### config.mk
export PLATFORM = sky130hd
export DESIGN_NAME = tpsc_stall_ctrl
export DESIGN_NICKNAME = d
export VERILOG_FILES = /design/src/tpsc_pkg.sv /design/src/tpsc_stall_ctrl.sv
export SDC_FILE = /design/constraint.sdc
export NUM_CORES = 1
export LEC_CHECK = 0
export BUFFER_PORTS_ARGS = -buffer_cell sky130_fd_sc_hd__buf_2
export CORE_MARGIN = 2
export CORE_UTILIZATION = 30
export CTS_CLUSTER_DIAMETER = 120
export CTS_CLUSTER_SIZE = 8
export DETAILED_ROUTE_END_ITERATION = 10
export SLEW_MARGIN = 20
export SYNTH_ARGS = -nofsm -noshare
export SYNTH_HDL_FRONTEND = slang
export SYNTH_SLANG_ARGS = --single-unit
export TNS_END_PERCENT = 50
### constraint.sdc
create_clock -name MCLK_IN -period 2.5 [get_ports MCLK_IN]
set_input_delay 0.375 -clock MCLK_IN [delete_from_list [all_inputs] [get_ports MCLK_IN]]
set_output_delay 0.375 -clock MCLK_IN [all_outputs]
set_load 0.01 [all_outputs]
### src/tpsc_pkg.sv
package tpsc_pkg;
  // Width of the data field of the exported trace bundle
  localparam int TRACE_W = 32;
  localparam logic [TRACE_W-1:0] TRACE_IDLE = 32'h0000_0000;
  // Depth of the pin-input synchroniser
  localparam int SYNC_STAGES = 3;
  // Trailing words the collector must absorb after full for a multi-register transfer
  localparam int TRAIL_WORDS = 16;

  typedef struct packed {
    logic valid;
    logic [TRACE_W-1:0] data;
  } tpsc_trace_s;

  typedef enum logic [1:0] {
    TPSC_RUN,
    TPSC_DRAIN,
    TPSC_STALL
  } tpsc_state_e;
endpackage

### src/tpsc_stall_ctrl.sv
`timescale 1ns/1ps
`default_nettype none

// Operation
// - Trace export interface follows the trace interface enable input level.
// - Enable low keeps all trace outputs inactive to save power.
// - While full is asserted and the interface is enabled, execution stalls; resumes after full deasserts.
// - Stall entered only at instruction boundary after bus transfers complete.
// - Pending fast or normal interrupt blocks the stall unless masked for tracing.
module tpsc_stall_ctrl
  import tpsc_pkg::*;
(
  input wire logic MCLK_IN,
  input wire logic RST_N_IN,
  input wire logic CLK_EN_IN,
  input wire logic TRACE_IF_ENABLE_IN,
  input wire logic TRACE_FIFO_FULL_IN,
  input wire tpsc_trace_s CORE_TRACE_IN,
  input wire logic INSTR_BOUNDARY_IN,
  input wire logic BUS_BUSY_IN,
  input wire logic FIQ_PENDING_IN,
  input wire logic IRQ_PENDING_IN,
  input wire logic IRQ_MASK_TRACE_IN,
  output var tpsc_trace_s TRACE_OUT,
  output logic TRACE_ACTIVE_OUT,
  output logic CORE_STALL_OUT
);

  logic [SYNC_STAGES-1:0] full_sync_reg;
  logic full_reg;
  logic en_sync1_reg;
  logic en_sync2_reg;
  logic en_sync3_reg;
  logic en_reg;
  tpsc_state_e state_reg;
  tpsc_state_e state_next;
  logic irq_block;

  always_ff @(posedge MCLK_IN or negedge RST_N_IN) begin
    if (!RST_N_IN) begin
      full_sync_reg <= '0;
      full_reg <= 1'b0;
    end else if (CLK_EN_IN) begin
      full_sync_reg <= {full_sync_reg[SYNC_STAGES-2:0], TRACE_FIFO_FULL_IN};
      if (full_sync_reg[SYNC_STAGES-1] == full_sync_reg[SYNC_STAGES-2]) begin
        full_reg <= full_sync_reg[SYNC_STAGES-1];
      end
    end
  end

  always_ff @(posedge MCLK_IN or negedge RST_N_IN) begin
    if (!RST_N_IN) begin
      en_sync1_reg <= 1'b0;
      en_sync2_reg <= 1'b0;
      en_sync3_reg <= 1'b0;
      en_reg <= 1'b0;
    end else if (CLK_EN_IN) begin
      en_sync1_reg <= TRACE_IF_ENABLE_IN;
      en_sync2_reg <= en_sync1_reg;
      en_sync3_reg <= en_sync2_reg;
      if (en_sync2_reg == en_sync3_reg) begin
        en_reg <= en_sync3_reg;
      end
    end
  end

  // unmasked interrupts override
  // Kept combinational so a new interrupt cancels a stall at the very next edge
  assign irq_block = (FIQ_PENDING_IN || IRQ_PENDING_IN) && !IRQ_MASK_TRACE_IN;

  always_comb begin
    state_next = state_reg;
    unique case (state_reg)
      TPSC_RUN: begin
        if (en_reg && full_reg && !irq_block) begin
          state_next = TPSC_DRAIN;
        end
      end
      TPSC_DRAIN: begin
        if (!en_reg || !full_reg || irq_block) begin
          state_next = TPSC_RUN;
        end else if (INSTR_BOUNDARY_IN && !BUS_BUSY_IN) begin
          state_next = TPSC_STALL;
        end
      end
      TPSC_STALL: begin
        if (!en_reg || !full_reg || irq_block) begin
          state_next = TPSC_RUN;
        end
      end
    endcase
  end

  always_ff @(posedge MCLK_IN or negedge RST_N_IN) begin
    if (!RST_N_IN) begin
      state_reg <= TPSC_RUN;
    end else if (CLK_EN_IN) begin
      state_reg <= state_next;
    end
  end

  always_ff @(posedge MCLK_IN or negedge RST_N_IN) begin
    if (!RST_N_IN) begin
      CORE_STALL_OUT <= 1'b0;
    end else if (CLK_EN_IN) begin
      CORE_STALL_OUT <= (state_next == TPSC_STALL);
    end
  end

  always_ff @(posedge MCLK_IN or negedge RST_N_IN) begin
    if (!RST_N_IN) begin
      TRACE_OUT <= '{valid: 1'b0, data: TRACE_IDLE};
      TRACE_ACTIVE_OUT <= 1'b0;
    end else if (CLK_EN_IN) begin
      TRACE_ACTIVE_OUT <= en_reg;
      if (en_reg) begin
        TRACE_OUT <= CORE_TRACE_IN;
      end else begin
        TRACE_OUT <= '{valid: 1'b0, data: TRACE_IDLE};
      end
    end
  end

  a_idle_when_off: assert property (@(posedge MCLK_IN) disable iff (!RST_N_IN)
    (CLK_EN_IN && !en_reg) |=> (!TRACE_OUT.valid && TRACE_OUT.data == TRACE_IDLE))
    else $error("trace outputs active while disabled");

  a_active_follows: assert property (@(posedge MCLK_IN) disable iff (!RST_N_IN)
    CLK_EN_IN |=> (TRACE_ACTIVE_OUT == $past(en_reg)))
    else $error("active flag does not follow enable");

  a_stall_needs_full: assert property (@(posedge MCLK_IN) disable iff (!RST_N_IN)
    (CLK_EN_IN && !full_reg) |=> !CORE_STALL_OUT)
    else $error("stall without fifo full");

  a_stall_boundary: assert property (@(posedge MCLK_IN) disable iff (!RST_N_IN)
    (CLK_EN_IN && state_reg == TPSC_DRAIN && (!INSTR_BOUNDARY_IN || BUS_BUSY_IN))
      |=> !CORE_STALL_OUT)
    else $error("stall entered off a boundary");

  a_irq_override: assert property (@(posedge MCLK_IN) disable iff (!RST_N_IN)
    (CLK_EN_IN && irq_block) |=> !CORE_STALL_OUT)
    else $error("stall despite unmasked interrupt");

  a_stall_holds: assert property (@(posedge MCLK_IN) disable iff (!RST_N_IN)
    (CLK_EN_IN && state_reg == TPSC_STALL && full_reg && en_reg && !irq_block)
      |=> CORE_STALL_OUT)
    else $error("stall released while full");

  a_full_sync: assert property (@(posedge MCLK_IN) disable iff (!RST_N_IN)
    (CLK_EN_IN && $rose(full_reg)) |-> $past(full_sync_reg[SYNC_STAGES-1]))
    else $error("full taken before synchroniser agreed");

  a_off_no_stall: assert property (@(posedge MCLK_IN) disable iff (!RST_N_IN)
    (CLK_EN_IN && !en_reg) |=> !CORE_STALL_OUT)
    else $error("stall while interface disabled");

  a_trace_passes: assert property (@(posedge MCLK_IN) disable iff (!RST_N_IN)
    (CLK_EN_IN && en_reg) |=> (TRACE_OUT == $past(CORE_TRACE_IN)))
    else $error("trace not forwarded while enabled");

  a_run_no_stall: assert property (@(posedge MCLK_IN) disable iff (!RST_N_IN)
    (CLK_EN_IN && state_reg == TPSC_RUN) |=> (state_reg != TPSC_STALL))
    else $error("stall entered without drain");

  a_stall_rise_bnd: assert property (@(posedge MCLK_IN) disable iff (!RST_N_IN)
    $rose(CORE_STALL_OUT) |-> $past(INSTR_BOUNDARY_IN && !BUS_BUSY_IN))
    else $error("stall rose off a boundary");

  a_irq_to_run: assert property (@(posedge MCLK_IN) disable iff (!RST_N_IN)
    (CLK_EN_IN && irq_block) |=> (state_reg == TPSC_RUN))
    else $error("interrupt did not cancel stall sequence");

  a_freeze_state: assert property (@(posedge MCLK_IN) disable iff (!RST_N_IN)
    !CLK_EN_IN |=> ($stable(state_reg) && $stable(CORE_STALL_OUT) && $stable(TRACE_ACTIVE_OUT)))
    else $error("state moved while clock enable low");

  a_en_filter: assert property (@(posedge MCLK_IN) disable iff (!RST_N_IN)
    (CLK_EN_IN && en_sync2_reg != en_sync3_reg) |=> $stable(en_reg))
    else $error("enable taken before synchroniser agreed");

  a_full_filter: assert property (@(posedge MCLK_IN) disable iff (!RST_N_IN)
    (CLK_EN_IN && full_sync_reg[SYNC_STAGES-1] != full_sync_reg[SYNC_STAGES-2])
      |=> $stable(full_reg))
    else $error("full changed before synchroniser agreed");

  a_off_run_state: assert property (@(posedge MCLK_IN) disable iff (!RST_N_IN)
    (CLK_EN_IN && !en_reg) |=> (state_reg == TPSC_RUN))
    else $error("sequencer left run while disabled");

  a_drain_needs_full: assert property (@(posedge MCLK_IN) disable iff (!RST_N_IN)
    (CLK_EN_IN && state_reg == TPSC_RUN && !full_reg) |=> (state_reg == TPSC_RUN))
    else $error("drain entered without fifo full");

  a_active_rise: assert property (@(posedge MCLK_IN) disable iff (!RST_N_IN)
    $rose(TRACE_ACTIVE_OUT) |-> $past(en_reg))
    else $error("active flag rose without enable");

endmodule // tpsc_stall_ctrl

`default_nettype wire

---- Word-level counts from Yosys, hierarchy flattened ----
Cells that the tools add are included.
operators by class
  muxes and demuxes ....................... 6
  eq/ne operators ......................... 5
  reductions and logical operators ........ 15
operator list
  operator                                       number
  two-way mux 33 bit                             1
  two-way mux 2 bit                              4
  case mux 2 bit (3 select lines)                1
  logical NOT 1 bit                              5
  == test 2 bit, second input constant           2
  logical AND 1 bit                              4
  AND reduction 2 bit                            2
  logical OR 1 bit                               3
  == test 1 bit                                  2
  == test 2 x 1 -> 1 bit, second input constant  1
  logical NOT 2 bit                              1
storage, ports and cells
  word-level logic and storage cells ...... 37
  output and inout bits ................... 35
  register bits after elaboration ......... 45

---- Logic depth before layout (Yosys ltp) ----
Gate-level depths: netlist of the first run.
  word-level depth ........................ 7
  mapped depth ............................ 6
  mapped depth without buffers ............ 6

---- Worst setup path after synthesis of the first run ----
OpenSTA, ideal clock, no wires.
  path kind ............................... flip-flop to flip-flop
  start point ............................. reg state_reg[0]
  end point ............................... reg CORE_STALL_OUT
  data arrival time ....................... 1488 ps
  slack ................................... 946 ps
  period minus slack after synthesis ...... 1554 ps
  stages on the path, launching flop included .. 7
  cell sequence ........................... dfrtp_1 inv_1 ha_1 o21ba_1 nand4_1 a221oi_2 a22o_1
between the ends
  word-level cells in the longest chain between the ends .. 4
  elaborated cells on any way between the ends .. 9
  classes of those cells .................. eq/ne: 3; mux: 5; reduce/logical: 1
RTL lines
  item                               line                    text
  from (decl)                        tpsc_stall_ctrl.sv:35   tpsc_state_e state_reg;
  from (signal assigned)             tpsc_stall_ctrl.sv:98   state_reg <= state_next;
  two-way mux 2 bit                  tpsc_stall_ctrl.sv:82   end else if (INSTR_BOUNDARY_IN && !BUS_BUSY_IN) begin
  two-way mux 2 bit                  tpsc_stall_ctrl.sv:80   if (!en_reg || !full_reg || irq_block) begin
  case mux 2 bit (3 select lines) *  tpsc_stall_ctrl.sv:73   unique case (state_reg)
  == test 2 bit *                    tpsc_stall_ctrl.sv:106  CORE_STALL_OUT <= (state_next == TPSC_STALL);
  to (signal assigned)               tpsc_stall_ctrl.sv:106
  to (decl)                          tpsc_stall_ctrl.sv:26   output logic CORE_STALL_OUT
Mark *: on every way between the ends. The rest lies on a longest branch, timed or not.
A chain may end at the register's enable or synchronous reset.

---- Worst setup path after layout of the first run ----
Same ends and word-level chain as after synthesis.

==> results.json, run 1 <==
{
  "post-route-period-util_pct": 66.4,
  "hold_slack_ns": 0.0482,
  "core-area_mm2": 0.00628,
  "drv_slew": 0,
  "ant_nets": 0,
  "synth-compound-area-share_pct": 15.4,
  "cp.required_ns": 2.73,
  "dieHeight_um": 83.9,
  "nNetsFinal": 316,
  "grt_max_degree": 46,
  "area_growth_pct": 30.5,
  "fin_setup_tns_ns": 0,
  "cts-buffers-inserted": 5,
  "swShare_pct": 31.3,
  "synth_adder_area_share_pct": 1.31,
  "power_switching_w": 0.000662,
  "setup_viol": 0,
  "ios": 78,
  "busiest_layer": "met2",
  "synth_cell_types": 22,
  "cts_setup_buffers": 0,
  "dp_hpwl_mm": 2.75,
  "syn_avg_cell_area_um2": 9.78,
  "crit_fanout": 4,
  "grt_pass1_vias": 1467,
  "dpl_cell_area_mm2": 0.00238,
  "ys_warn_count": 0,
  "drt_wl_total_mm": 4.05,
  "overflow": 0,
  "use_met1_pct": 15.0,
  "seq_power_share_pct": 46.7,
  "synth_simple_gate_area_share_pct": 11.2,
  "maxCapViolations": 0,
  "rows": 29,
  "cts-resized-gates": 0,
  "regArea_mm2": 0.00113,
  "clockPowerShare_pct": 26.5,
  "fin_util_pct": 39.8,
  "slew_headroom_pct": 59.0,
  "synth_fp_nets": 241,
  "drtIter0Drc": 55,
  "ys_seq_area_share_pct": 58.7,
  "min_path_type": "in2async",
  "combPwrFrac_pct": 26.8,
  "final-hold-violation-count": 0,
  "cts.sinks": 45,
  "cp.arrival_ns": 1.89,
  "drc_errors": 0,
  "timing.fmax_ghz": 0.602,
  "synth_top_family_by_area": "compound AO/OA/AOI/OAI gates",
  "antenna_found_initial": 0,
  "fin_worst_skew_ns": 0.00440,
  "final_area_mm2": 0.00250,
  "clk_pin_slew_ns": 0.08,
  "yosys_register_bits": 45,
  "grt_pass1_wl_mm": 6.65,
  "muxShareOfSynthArea_pct": 2.94,
  "grt_use_met2_pct": 19.3,
  "most-common-layout-cells": "buf_2 (77), dfrtp_1 (45), o21ai_0 (39), inv_1 (38), nand3_1 (34)",
  "antenna_cells": 0,
  "max-vdd-ir-drop_uv": 392,
  "htree_levels": 2,
  "rsz0062_at_grt": "false",
  "drive_gt1_share_pct": 35.3,
  "multi_input_area_um2": 592,
  "dr.pass1.iters": 4,
  "syn_inst": 196,
  "fillers": 629,
  "worstMarginPinSlew_ns": 0.615,
  "status": "completed",
  "vias": 1594,
  "port_buffers": 77,
  "synth_area_mm2": 0.00192,
  "synth_xor_area_share_pct": 0,
  "drt-vias-per-instance": 4.57,
  "critPathKind": "reg2reg",
  "min_period_ns": 1.66,
  "start_kind": "flop",
  "layout_commonest_cell": "buf_2",
  "internal-power_w": 0.00145,
  "gp_congestion": 0.698,
  "dieArea_mm2": 0.00705,
  "grtUsageTotal_pct": 11.7,
  "clk_latency_ns": 0.29,
  "ctsHoldBuffers": 0,
  "root_buffer": "clkbuf_8",
  "use_met3_pct": 3.46,
  "start_util_pct": 30.5,
  "cp-end-kind": "flop",
  "clk_path_buf_depth": 2,
  "die_w_um": 83.9,
  "wire_per_inst_um": 11.6,
  "power.density_mw_per_mm2": 845,
  "cts_tree": "yes",
  "leakagePower_nw": 1.28,
  "largest_reg_flops": 33
}
==> metal layers <==
layer | vias up | share of wire (%)
li1 | 793 | -
met1 | 753 | 45
met2 | 46 | 49
met3 | 2 | 5.8
met4 | 0 | 0.39
met5 | - | 0
==> cell usage after synthesis, drive strengths merged <==
cell | instances | area (µm²)
nand3b | 1 | 7.51
o21ba | 1 | 10.0
nand3 | 34 | 170
a21oi | 4 | 20.0
a31o | 1 | 8.76
o311a | 1 | 10.0
nand2b | 1 | 6.26
mux2 | 5 | 56.3
buf | 7 | 33.8
clkbuf | 6 | 22.5
nor2 | 1 | 3.75
o21ai | 39 | 195
nand4 | 2 | 12.5
nand2 | 4 | 15.0
ha | 2 | 25.0
a221oi | 1 | 15.0
a22o | 1 | 8.76
inv | 38 | 143
dfrtp | 45 | 1130
o21bai | 1 | 18.8
a21o | 1 | 8.76
==> per-stage QoR <==
| step | instances | power, W | worst slack [ns] |
|---|---|---|---|
| after floorplan | 196 | 0.00133 | 0.946 |
| after global placement | 341 | 0.00156 | 0.895 |
| after detailed placement | 341 | 0.00158 | 0.847 |
| after CTS | 349 | 0.00215 | 0.833 |
| after global routing | 349 | 0.00227 | 0.703 |
| final | 349 | 0.00211 | 0.840 |
==> worst max-delay path, stage by stage (launching register included) <==
cell	delay [ns]
dfrtp_1	0.40
inv_1	0.07
ha_1	0.33
o21ba_1	0.23
nand4_1	0.11
a221oi_2	0.31
a22o_1	0.16
==> cell type report <==
cell class | instances | share of cell area, %
inverters | 38 | 5.70
clock inverters | 1 | 1.20
flip-flops and latches | 45 | 45.0
repair buffers | 81 | 17.1
multi-input cells | 100 | 23.7
clock buffers | 7 | 3.45
well taps | 77 | 3.85
==> power groups by stage <==
stage	logic (W)	clock network (W)	registers (W)
final	0.000566	0.000560	0.000987
after global routing	0.000645	0.000617	0.00101
after CTS	0.000578	0.000587	0.000990
after detailed placement	0.000578	0	0.00100
after global placement	0.000565	0	0.00100
after floorplan	0.000276	0	0.00105
==> kinds of logic (layout without fill, tap and decap cells) <==
family,Yosys count,count (layout)
multiplexers,5,5
buffers and inverters,51,127
AO/OA/AOI/OAI,50,50
AND/OR/NAND/NOR,43,43
flip-flops,45,45
adder cells (fa/ha/maj),2,2
==> path summary, 6_finish.rpt <==
| kind | to | slack (ns) | start | cells after the start |
|---|---|---|---|---|
| max reg2reg | CORE_STALL_OUT$_DFFE_PN0P_ | 0.84 | state_reg[0]$_DFFE_PN0P_ | 6 |
| min reg2reg | full_sync_reg[1]$_DFFE_PN0P_ | 0.49 | full_sync_reg[0]$_DFFE_PN0P_ | 2 |
| max | CORE_STALL_OUT$_DFFE_PN0P_ | 0.84 | state_reg[0]$_DFFE_PN0P_ | 6 |
| min in group MCLK_IN | full_sync_reg[0]$_DFFE_PN0P_ | 0.31 | TRACE_FIFO_FULL_IN | 2 |
| max in group asynchronous | state_reg[0]$_DFFE_PN0P_ | 2.23 | RST_N_IN | 2 |
| min | TRACE_OUT[18]$_DFFE_PN0P_ | 0.05 | RST_N_IN | 2 |
(Power assumes the default switching activity.)
==> run 2: changes to the inputs <==
- clock period: 2.5 -> 1.35 ns (I/O delays scaled with it)
==> results.json, run 2 (synthesis gave the netlist of run 1 again) <==
{
  "worstMarginPinSlew_ns": 0.329,
  "dp_hpwl_mm": 2.87,
  "slew_headroom_pct": 78.1,
  "seq_power_share_pct": 47.9,
  "rows": 29,
  "root_buffer": "clkbuf_8",
  "hold_slack_ns": 0.137,
  "layout_commonest_cell": "buf_2",
  "largest_reg_flops": 33,
  "swShare_pct": 32.6,
  "dieArea_mm2": 0.00705,
  "cp-end-kind": "flop",
  "grt_max_degree": 46,
  "drt-vias-per-instance": 4.41,
  "leakagePower_nw": 1.30,
  "p_total_w": 0.00383,
  "dieHeight_um": 83.9,
  "min_path_type": "in2reg",
  "dr.pass1.iters": 4,
  "power.density_mw_per_mm2": 1490,
  "crit_fanout": 4,
  "fillers": 639,
  "drv_slew": 0,
  "area_growth_pct": 33.5,
  "drt_wl_total_mm": 4.05,
  "fin_worst_skew_ns": 0.00274,
  "start_kind": "flop",
  "cp.required_ns": 1.58,
  "clk_pin_slew_ns": 0.08,
  "grt_pass1_vias": 1514,
  "port_buffers": 77,
  "post-route-period-util_pct": 114,
  "ant_nets": 0,
  "drive_gt1_share_pct": 38.4,
  "rsz0062_at_grt": "true",
  "cts.sinks": 45,
  "wire_per_inst_um": 11.4,
  "clk_latency_ns": 0.29,
  "htree_levels": 2,
  "max-vdd-ir-drop_uv": 691,
  "violations": "setup timing",
  "drc_errors": 0,
  "ios": 78,
  "cts_tree": "yes",
  "cp.arrival_ns": 1.77,
  "most-common-layout-cells": "buf_2 (77), dfrtp_1 (45), o21ai_0 (39), inv_1 (37), nand3_1 (34)",
  "fin_util_pct": 40.8,
  "antenna_found_initial": 0,
  "start_util_pct": 30.5,
  "critPathKind": "reg2reg",
  "timing.fmax_ghz": 0.651,
  "min_period_ns": 1.54,
  "core-area_mm2": 0.00628,
  "clk_path_buf_depth": 2,
  "gp_congestion": 0.709,
  "combPwrFrac_pct": 30.4,
  "nNetsFinal": 324,
  "internal-power_w": 0.00258,
  "die_w_um": 83.9,
  "worst_slack_ns": -0.187,
  "grtUsageTotal_pct": 12.3,
  "vias": 1570,
  "overflow": 0,
  "antenna_cells": 0,
  "maxCapViolations": 0,
  "grt_pass1_wl_mm": 6.96,
  "clockPowerShare_pct": 21.7,
  "drtIter0Drc": 78,
  "final-hold-violation-count": 0,
  "status": "finished with violations",
  "cts-buffers-inserted": 5,
  "setup_viol": 2,
  "power_switching_w": 0.00125
}
-- run 2: changes by cell type in the layout (fill, tap and decap cells not counted), sizes merged --
cell,delta
dlygate4sd3,+1
bufinv,-1
buf,+7
-- run 2: metal layers --
layer / share of wire (%) / track usage (%) / vias up
met2: 47 / 20.0 / 43
met4: 1.2 / 3.52 / 0
li1: - / - / 806
met5: 0 / 0 / -
met3: 5.1 / 3.66 / 5
met1: 46 / 15.8 / 716
-- run 2: worst paths after layout --
| path | start | endpoint | slack [ns] | cells past startpoint |
|---|---|---|---|---|
| max | state_reg[1]$_DFFE_PN0P_ | CORE_STALL_OUT$_DFFE_PN0P_ | -0.19 | 5 |
| min | TRACE_IF_ENABLE_IN | en_sync1_reg$_DFFE_PN0P_ | 0.14 | 2 |
| max reg2reg | state_reg[1]$_DFFE_PN0P_ | CORE_STALL_OUT$_DFFE_PN0P_ | -0.19 | 5 |
| min reg2reg | full_sync_reg[0]$_DFFE_PN0P_ | full_sync_reg[1]$_DFFE_PN0P_ | 0.49 | 2 |
| max in group asynchronous | RST_N_IN | state_reg[0]$_DFFE_PN0P_ | 0.72 | 3 |
| min in group asynchronous | RST_N_IN | TRACE_OUT[17]$_DFFE_PN0P_ | 0.41 | 3 |
-- run 2: area by class of cell --
class	count	area (µm²)	share of cell area [%]
inverters	38	143	5.57
flip-flops and latches	45	1130	44.0
clock buffers	7	86.3	3.37
repair buffers	89	490	19.2
multi-input cells	100	617	24.1
well taps	77	96.3	3.77
-- run 2: metrics by stage --
stage | TNS (ns) | cells | area (µm²) | setup slack [ns]
6_report | -0.323 | 356 | 2560 | -0.187
2_1_floorplan | -0.106 | 196 | 1930 | -0.0709
4_1_cts | -0.358 | 355 | 2540 | -0.203
3_5_place_dp | -0.318 | 346 | 2430 | -0.183
3_3_place_gp | -0.187 | 346 | 2430 | -0.113
5_1_grt | -0.540 | 356 | 2560 | -0.266
-- run 2: critical path, stage by stage, from the launching register on --
cell and delay [ns]:
dfrtp_1 0.44, ha_4 0.30, nand2_1 0.05, a31o_1 0.21
a221oi_2 0.31, a22o_1 0.17
-- run 2: power by group through the flow --
| stage | sequential, W | combinational, W | clock, W |
|---|---|---|---|
| finish | 0.00183 | 0.00116 | 0.000829 |
| global route | 0.00187 | 0.00133 | 0.000926 |
| CTS | 0.00183 | 0.00115 | 0.000873 |
| detailed placement | 0.00185 | 0.00113 | 0 |
| global placement | 0.00185 | 0.00110 | 0 |
| floorplan | 0.00195 | 0.000522 | 0 |
-- run 2: repair_timing --
action,in CTS,in global routing
endpoints found under the hold margin,45,0
pin swaps,3,2
resized for setup,0,3
hold buffers,1,0
endpoints found under the setup margin,2,3
buffers inserted,1,1
